[src/acdm_consts.vh]
// constants for the current-detection monitor: timing, field widths, gain-1 full-scale range
// included by acdm_core.v and acdm_sampler.v; definitions only
`ifndef ACDM_CONSTS_VH
`define ACDM_CONSTS_VH

// ****************************************
// timing
// ****************************************
`define ACDM_CLK_HZ          10000000
`define ACDM_DET_RATE_SPS    2700
// rounded down so the pacing never runs slower than the detection rate
`define ACDM_DET_DIV         (`ACDM_CLK_HZ / `ACDM_DET_RATE_SPS)

// ****************************************
// widths and reset values
// ****************************************
`define ACDM_SAMPLE_W        24
`define ACDM_COUNT_W         16
`define ACDM_GAIN_W          3
`define ACDM_CH_N            2
`define ACDM_CNT_RST         16'h0000
`define ACDM_FSR_W           24

// ****************************************
// full-scale range in microvolts at gain 1; gain codes 0..7 shift it down for gains 1,2,4..128
// ****************************************
`define ACDM_FSR_G1_UV       24'h124f80

// ****************************************
// modes
// ****************************************
`define ACDM_MODE_CONV       2'h0
`define ACDM_MODE_STBY       2'h1
`define ACDM_MODE_DET        2'h2

`endif

[src/acdm_sampler.v]
// sample pacing tick for detection mode, from the internal oscillator
// assumes sys_clk_i is the internal oscillator clock while detecting
`timescale 1ns/100ps
`include "acdm_consts.vh"

module acdm_sampler #(
  parameter DIV = `ACDM_DET_DIV
) (
  input  wire sys_clk_i,
  input  wire sys_rst_i,
  input  wire run_i,
  output reg  tick_o
);

  reg [15:0] cnt_ff;

  always @(posedge sys_clk_i) begin
    if (sys_rst_i || !run_i) begin
      cnt_ff <= 16'h0000;
      tick_o <= 1'b0;
    end else if (cnt_ff == DIV[15:0] - 16'h0001) begin
      cnt_ff <= 16'h0000;
      tick_o <= 1'b1;
    end else begin
      cnt_ff <= cnt_ff + 16'h0001;
      tick_o <= 1'b0;
    end
  end

endmodule // acdm_sampler

[src/acdm_core.v]
// current-detection monitor: standby, detection window and data-ready logic
// assumes the command decoder delivers one-cycle strobes on sys_clk_i,
// and the sync/reset pin arrives asynchronously
//
// How it works
// RQ1: standby command during conversion stops conversion and enters standby.
// RQ2: standby does no conversion and holds data_ready_n high.
// RQ3: sync pulse in standby enters detection only when detect_enable set.
// RQ4: detection samples at 2.7 kSPS from internal oscillator, window configurable.
// RQ5: each sample with magnitude over threshold bumps per-channel exceedance counter.
// RQ6: detection declared only when counter strictly exceeds required count.
// RQ7: all-channels 0 means any channel; 1 means every enabled channel.
// RQ8: after data-ready asserts on detection, return to standby at once.
// RQ9: window ends without detection returns to standby, data-ready untouched.
// RQ10: in detection, data-ready low only for detected current.
// RQ11: in conversion, data-ready pulses low per new sample set.
// RQ12: gain sets full-scale range, 1.2 V halved per gain doubling.
// RQ13: line and neutral channels evaluated together, each against threshold.
// RQ14: each detection entry clears counters and sample count.
`timescale 1ns/100ps
`include "acdm_consts.vh"

module acdm_core #(
  parameter SW  = `ACDM_SAMPLE_W,
  parameter CW  = `ACDM_COUNT_W,
  parameter DIV = `ACDM_DET_DIV
) (
  input  wire                     sys_clk_i,
  input  wire                     sys_rst_i,
  input  wire                     standby_cmd_i,
  input  wire                     wakeup_cmd_i,
  input  wire                     sync_rst_n_i,
  input  wire                     detect_enable_i,
  input  wire                     detect_all_channels_i,
  input  wire [1:0]               chan_enable_i,
  input  wire [SW-1:0]            detect_threshold_i,
  input  wire [CW-1:0]            detect_required_count_i,
  input  wire [CW-1:0]            detect_window_length_i,
  input  wire [`ACDM_GAIN_W-1:0]  input_gain_amp_i,
  input  wire                     conv_valid_i,
  input  wire [SW-1:0]            line_sample_i,
  input  wire [SW-1:0]            neutral_sample_i,
  output reg                      data_ready_n_o,
  output reg  [1:0]               mode_o,
  output reg                      osc_select_o,
  output reg                      det_sample_req_o,
  output reg  [1:0]               detected_ch_o,
  output reg  [`ACDM_FSR_W-1:0]   full_scale_uv_o
);

  // ****************************************
  // helpers
  // ****************************************
  function [SW-1:0] acdm_abs;
    input [SW-1:0] v;
    begin
      acdm_abs = v[SW-1] ? (~v + {{(SW-1){1'b0}}, 1'b1}) : v;
    end
  endfunction

  // mode decode shared by the sampler, the window and the outputs
  function acdm_is_det;
    input [1:0] m;
    begin
      acdm_is_det = (m == `ACDM_MODE_DET);
    end
  endfunction

  // full-scale range halves with each doubling of gain
  function [`ACDM_FSR_W-1:0] acdm_fsr;
    input [`ACDM_GAIN_W-1:0] code;
    begin
      acdm_fsr = `ACDM_FSR_G1_UV >> code;
    end
  endfunction

  // ****************************************
  // pin synchroniser and pulse detect
  // ****************************************
  reg sync_a_ff;
  reg sync_b_ff;
  reg sync_c_ff;

  always @(posedge sys_clk_i) begin
    if (sys_rst_i) begin
      sync_a_ff <= 1'b1;
      sync_b_ff <= 1'b1;
      sync_c_ff <= 1'b1;
    end else begin
      sync_a_ff <= sync_rst_n_i;
      sync_b_ff <= sync_a_ff;
      sync_c_ff <= sync_b_ff;
    end
  end

  // a full low pulse counts on its rising edge, so a held-low pin does nothing
  wire sync_pulse = sync_b_ff & ~sync_c_ff;

  // ****************************************
  // state
  // ****************************************
  reg [1:0]    mode_ff;
  reg [1:0]    nxt_mode;
  reg [CW-1:0] exc_ff [0:1];
  reg [CW-1:0] seen_ff;
  reg [1:0]    hit_ff;
  reg          nxt_data_ready_n_n;
  wire         tick;
  wire         in_det    = acdm_is_det(mode_ff);

  acdm_sampler #(
    .DIV (DIV)
  ) u_sampler (
    .sys_clk_i (sys_clk_i),
    .sys_rst_i (sys_rst_i),
    .run_i     (in_det), // RQ4
    .tick_o    (tick)
  );

  // ****************************************
  // per-channel evaluation
  // ****************************************
  wire [1:0]    over;
  wire [CW-1:0] exc_nxt [0:1];
  wire [1:0]    chan_hit;

  genvar g;
  generate
    for (g = 0; g < `ACDM_CH_N; g = g + 1) begin : g_ch
      wire [SW-1:0] s = (g == 0) ? line_sample_i : neutral_sample_i;
      assign over[g] = chan_enable_i[g] &&
                       (acdm_abs(s) > detect_threshold_i); // RQ5 RQ13
      assign exc_nxt[g] = over[g] ? exc_ff[g] + {{(CW-1){1'b0}}, 1'b1} : exc_ff[g]; // RQ5
      // a channel stays detected for the rest of the window
      assign chan_hit[g] = hit_ff[g] |
                           (over[g] && (exc_nxt[g] > detect_required_count_i)); // RQ6
    end
  endgenerate

  wire [1:0] en_hit    = chan_hit & chan_enable_i;
  wire       any_hit   = |en_hit;
  wire       all_hit   = (en_hit == chan_enable_i) && (|chan_enable_i);
  wire       declare   = detect_all_channels_i ? all_hit : any_hit; // RQ7
  wire [CW-1:0] seen_nxt = seen_ff + {{(CW-1){1'b0}}, 1'b1};
  wire       win_done  = (seen_nxt >= detect_window_length_i);

  // ****************************************
  // mode machine
  // ****************************************
  always @* begin
    nxt_mode   = mode_ff;
    nxt_data_ready_n_n = 1'b1;
    case (mode_ff)
      `ACDM_MODE_CONV: begin
        if (standby_cmd_i) begin
          nxt_mode = `ACDM_MODE_STBY; // RQ1
        end else if (conv_valid_i) begin
          nxt_data_ready_n_n = 1'b0; // RQ11
        end
      end
      `ACDM_MODE_STBY: begin
        nxt_data_ready_n_n = 1'b1; // RQ2
        if (sync_pulse && detect_enable_i) begin
          nxt_mode = `ACDM_MODE_DET; // RQ3
        end else if (wakeup_cmd_i) begin
          nxt_mode = `ACDM_MODE_CONV;
        end
      end
      `ACDM_MODE_DET: begin
        if (standby_cmd_i) begin
          nxt_mode = `ACDM_MODE_STBY;
        end else if (tick) begin
          if (declare) begin
            nxt_data_ready_n_n = 1'b0; // RQ10
            nxt_mode   = `ACDM_MODE_STBY; // RQ8
          end else if (win_done) begin
            nxt_mode = `ACDM_MODE_STBY; // RQ9
          end
        end
      end
      default: begin
        nxt_mode = `ACDM_MODE_STBY;
      end
    endcase
  end

  // ****************************************
  // mode register
  // ****************************************
  always @(posedge sys_clk_i) begin
    if (sys_rst_i) begin
      mode_ff <= `ACDM_MODE_CONV;
    end else begin
      mode_ff <= nxt_mode; // RQ1 RQ3 RQ8 RQ9
    end
  end

  // ****************************************
  // window sample count
  // ****************************************
  // held at zero outside detection, so every entry starts a fresh window
  always @(posedge sys_clk_i) begin
    if (sys_rst_i) begin
      seen_ff <= `ACDM_CNT_RST;
    end else if (!in_det) begin
      seen_ff <= `ACDM_CNT_RST; // RQ14
    end else if (tick) begin
      seen_ff <= seen_nxt; // RQ9
    end
  end

  // ****************************************
  // exceedance counters and hit flags
  // ****************************************
  always @(posedge sys_clk_i) begin
    if (sys_rst_i) begin
      hit_ff    <= 2'h0;
      exc_ff[0] <= `ACDM_CNT_RST;
      exc_ff[1] <= `ACDM_CNT_RST;
    end else if (!in_det) begin
      hit_ff    <= 2'h0; // RQ14
      exc_ff[0] <= `ACDM_CNT_RST;
      exc_ff[1] <= `ACDM_CNT_RST;
    end else if (tick) begin
      hit_ff    <= chan_hit; // RQ6
      exc_ff[0] <= exc_nxt[0]; // RQ5
      exc_ff[1] <= exc_nxt[1];
    end
  end

  // ****************************************
  // output decode
  // ****************************************
  // mode outputs follow the next-state decode so they line up with mode_o; det_sample_req_o uses in_det instead
  wire nxt_det   = acdm_is_det(nxt_mode);
  wire enter_det = nxt_det & ~in_det;

  // ****************************************
  // data-ready pin
  // ****************************************
  always @(posedge sys_clk_i) begin
    if (sys_rst_i) begin
      data_ready_n_o <= 1'b1;
    end else begin
      data_ready_n_o <= nxt_data_ready_n_n; // RQ2 RQ10 RQ11
    end
  end

  // ****************************************
  // mode report
  // ****************************************
  always @(posedge sys_clk_i) begin
    if (sys_rst_i) begin
      mode_o <= `ACDM_MODE_CONV;
    end else begin
      mode_o <= nxt_mode;
    end
  end

  // ****************************************
  // oscillator select
  // ****************************************
  always @(posedge sys_clk_i) begin
    if (sys_rst_i) begin
      osc_select_o <= 1'b0;
    end else begin
      osc_select_o <= nxt_det; // RQ4
    end
  end

  // ****************************************
  // sample request
  // ****************************************
  always @(posedge sys_clk_i) begin
    if (sys_rst_i) begin
      det_sample_req_o <= 1'b0;
    end else begin
      det_sample_req_o <= tick & in_det; // RQ4
    end
  end

  // ****************************************
  // detected channels
  // ****************************************
  always @(posedge sys_clk_i) begin
    if (sys_rst_i) begin
      detected_ch_o <= 2'h0;
    end else if (in_det && tick && declare) begin
      detected_ch_o <= en_hit; // RQ7
    end else if (enter_det) begin
      // kept across standby so the host can read which line tripped
      detected_ch_o <= 2'h0; // RQ14
    end
  end

  // ****************************************
  // full-scale range
  // ****************************************
  always @(posedge sys_clk_i) begin
    if (sys_rst_i) begin
      full_scale_uv_o <= `ACDM_FSR_G1_UV;
    end else begin
      full_scale_uv_o <= acdm_fsr(input_gain_amp_i); // RQ12
    end
  end

endmodule // acdm_core

[config.mk]
export PLATFORM = sky130hd
export DESIGN_NAME = acdm_core
export DESIGN_NICKNAME = d
export VERILOG_FILES = /design/src/acdm_sampler.v /design/src/acdm_core.v
export VERILOG_INCLUDE_DIRS = /design/src
export SDC_FILE = /design/constraint.sdc
export NUM_CORES = 1
export LEC_CHECK = 0
export ABC_AREA = 1
export BUFFER_PORTS_ARGS = -buffer_cell sky130_fd_sc_hd__buf_2
export CAP_MARGIN = 20
export CORE_MARGIN = 3
export CORE_UTILIZATION = 25
export CTS_CLUSTER_SIZE = 14
export DETAILED_ROUTE_END_ITERATION = 10
export SLEW_MARGIN = 10
export SYNTH_ARGS = -nofsm -noshare
export SYNTH_HDL_FRONTEND = slang
export SYNTH_SLANG_ARGS = --single-unit
[constraint.sdc]
create_clock -name sys_clk_i -period 10.6 [get_ports sys_clk_i]
set_input_delay 1.06 -clock sys_clk_i [delete_from_list [all_inputs] [get_ports sys_clk_i]]
set_output_delay 1.06 -clock sys_clk_i [all_outputs]
set_load 0.02 [all_outputs]
==> impl_metrics.ini <==
[outcome]
status = completed

[global_routing]
grt_pass1_wl_um = 34700
grt_pass1_vias = 7281
grt_max_degree = 33
grt_overflow = 0
antenna_found_initial = 0
grt.total_usage = 0.119

[yosys]
ys_seq_elements = 96
synth-edff-count = 32
syn_area_sq_mm = 0.00816
ys_warn_count = 0
synth.distinct_cells = 51
ys.flop_type = dfxtp_1
yosysSeqAreaShare = 0.275
async_reset_ff_frac = 0
syn_inst = 1110
postSynthAreaPerCell_sq_um = 7.36

[placed_design]
hpwlAfterDp_um = 17800
numPortBuffers = 144
gp_congestion = 0.856
dp_slack_ns = 4.08

[die]
start_util = 0.256
pin_count = 148
num_rows = 65
coreArea_sq_mm = 0.0319
die_y_um = 187
die-width_um = 187
die-area_sq_mm = 0.0349

[clock_network]
htree_levels = 3
cts_num_sinks = 96
post_cts_buffers = 0
numCtsBuffers = 9
cts_tree = yes
clkTransAtPathRegs_ns = 0.06
clk_latency_ns = 0.35
root_buffer = clkbuf_16
cts_resized = 0
clockBufferDepth = 2
cts_hold_buffers = 0

[job]
maxCapViolations = 0

[power]
p_total_uw = 913
peakVddDrop_v = 0.0000712
power.density_mw_per_mm2 = 94.1
p_leak_uw = 0.00497

[sta]
hold_viol_final = 0
tightest_slew_ns = 0.521
layout_setup_ws_ns = 4.36
min_period_ns = 6.24
fin_skew_ns = 0.0127
rsz0062_at_grt = false
fin_tns_setup_ns = 0
maxSlewViolCount = 0
timing.fmax_ghz = 0.160
fin_crit_sh = 0.588
setup_violations = 0
maxSlewHeadroom = 0.651
hold_ws_ns = 0.413

[setup_path]
crit_slowest_cell = nor4_4
r2r_start = exc_ff[0][0]
cpMostUsedCell = nand2_1
crit_end = data_ready_n_o
crit_type = in2reg
reg2reg_depth = 24
cp_data_arrival_time_ns = 6.46
cp_max_fo = 10
cpPeakStageDelay_ns = 0.33
r2r-end = data_ready_n_o
required_ns = 10.83
cp-startpoint = neutral_sample_i[0]
startpoint_type = primary input
end_kind = register
r2r_slack_ns = 6.74

[final_layout]
final_common_cell = inv_1
finalNetCount = 1482
area_delta_synth_final_pct = 18.8
num_antenna_cells = 0
drive_gt1_frac = 0.179
layout_common_cells = 220 x inv_1, 201 x nand2_1, 144 x buf_2
final_core_util = 0.304

[routing]
viasPerCell = 4.30
finalWirelength_um = 21100
drt_iter0_markers = 336
route.detailed.drc = 0
final_antenna_net_count = 0
drtPass1Iterations = 4
wl_per_cell_um = 12.4
dr_total_vias = 7296

[hold_path]
min_path_type = reg2reg
==> through the flow <==
step / cells / area [sq um]
6_report: 1696 / 9700
5_1_grt: 1696 / 9700
4_1_cts: 1696 / 9700
3_5_place_dp: 1680 / 9380
3_3_place_gp: 1680 / 9380
2_1_floorplan: 1112 / 8170
==> synthesized netlist by cell type (4+ instances only) <==
master      n  area share
nor4_2      4      0.0061
o21ai_0    32       0.020
o22ai_1    14       0.011
or2_2       8      0.0061
xor2_1     71       0.076
a21oi_1    54       0.033
xnor2_1    12       0.013
nand3_1    42       0.026
nor2_2     10      0.0077
buf_4       5      0.0046
inv_1     220        0.10
clkbuf_1    6      0.0028
nand2_2     8      0.0061
nand2_1   201       0.092
nand3_2     6      0.0074
nor2_1    108       0.050
a21o_1      5      0.0046
o21a_1      4      0.0037
nor4_1      6      0.0046
nor3_1     21       0.013
dfxtp_1    64        0.16
ha_1      109        0.17
nand4_1    12      0.0092
edfxtp_1   32        0.12
nor2_4      4      0.0055
nor3_2     10       0.012
inv_2       5      0.0023
==> power by group <==
part | switching [uW] | internal, uW | total (uW)
clock | 139 | 207 | 347
sequential | 1.89 | 383 | 385
combinational | 111 | 70.2 | 181
total | 252 | 660 | 913
==> cells by family (layout without fill, tap and decap cells) <==
family / count (synthesis) / after routing / synth area share
other cells: 1 / 3 / 0.000459
compound gates: 130 / 130 / 0.0923
xor+xnor: 83 / 83 / 0.0890
fa+ha+maj: 109 / 109 / 0.167
buf+inv: 238 / 387 / 0.112
flops: 96 / 96 / 0.275
simple gates: 453 / 453 / 0.265
==> critical path: cells and delay by family <==
family / cells / cell delay [ns]
and+or+nand+nor: 28 / 3.34
adders and majority gates: 3 / 0.72
AOI/OAI and AO/OA: 3 / 0.60
buffers and inverters: 5 / 0.36
xor gates and xnor gates: 2 / 0.35
==> routing by layer <==
metal  routed length (um)  track usage  vias to the layer above  part of all wire
met5                    0            0                        -                 0
met4                  490       0.0387                        0             0.023
met3                 1280       0.0278                       24             0.060
met2                 9480        0.201                      173              0.45
met1                 9840        0.151                     3255              0.47
li1                     -            -                     3844                 -
==> worst min-delay path by stage <==
stage | from | cells past startpoint | endpoint | slack, ns
after CTS | sync_a_ff | 1 | sync_b_ff | 0.42
after floorplan | sync_a_ff | 1 | sync_b_ff | 0.39
after global placement | sync_a_ff | 1 | sync_b_ff | 0.39
after global routing | sync_a_ff | 1 | sync_b_ff | 0.44
final | sync_a_ff | 1 | sync_b_ff | 0.41
after detailed placement | sync_a_ff | 1 | sync_b_ff | 0.40
==> state kept, by name, summed over array words and instances, names as in the netlist <==
name              flops
data_ready_n_o        1
det_sample_req_o      1
detected_ch_o         2
exc_ff               32
full_scale_uv_o      19
hit_ff                2
mode_o                2
osc_select_o          1
seen_ff              16
sync_a_ff             1
sync_b_ff             1
sync_c_ff             1
u_sampler.cnt_ff     16
u_sampler.tick_o      1
==> layout make-up <==
class / instances / area (sq um)
Clock buffer: 11 / 233
Inverter: 225 / 845
Clock inverter: 5 / 81.3
Sequential cell: 96 / 2240
Multi-Input combinational cell: 778 / 5010
Tap cell: 435 / 544
Fill cell: 3463 / 22200
Timing Repair Buffer: 146 / 736
Power figures use the tool's default switching activity.
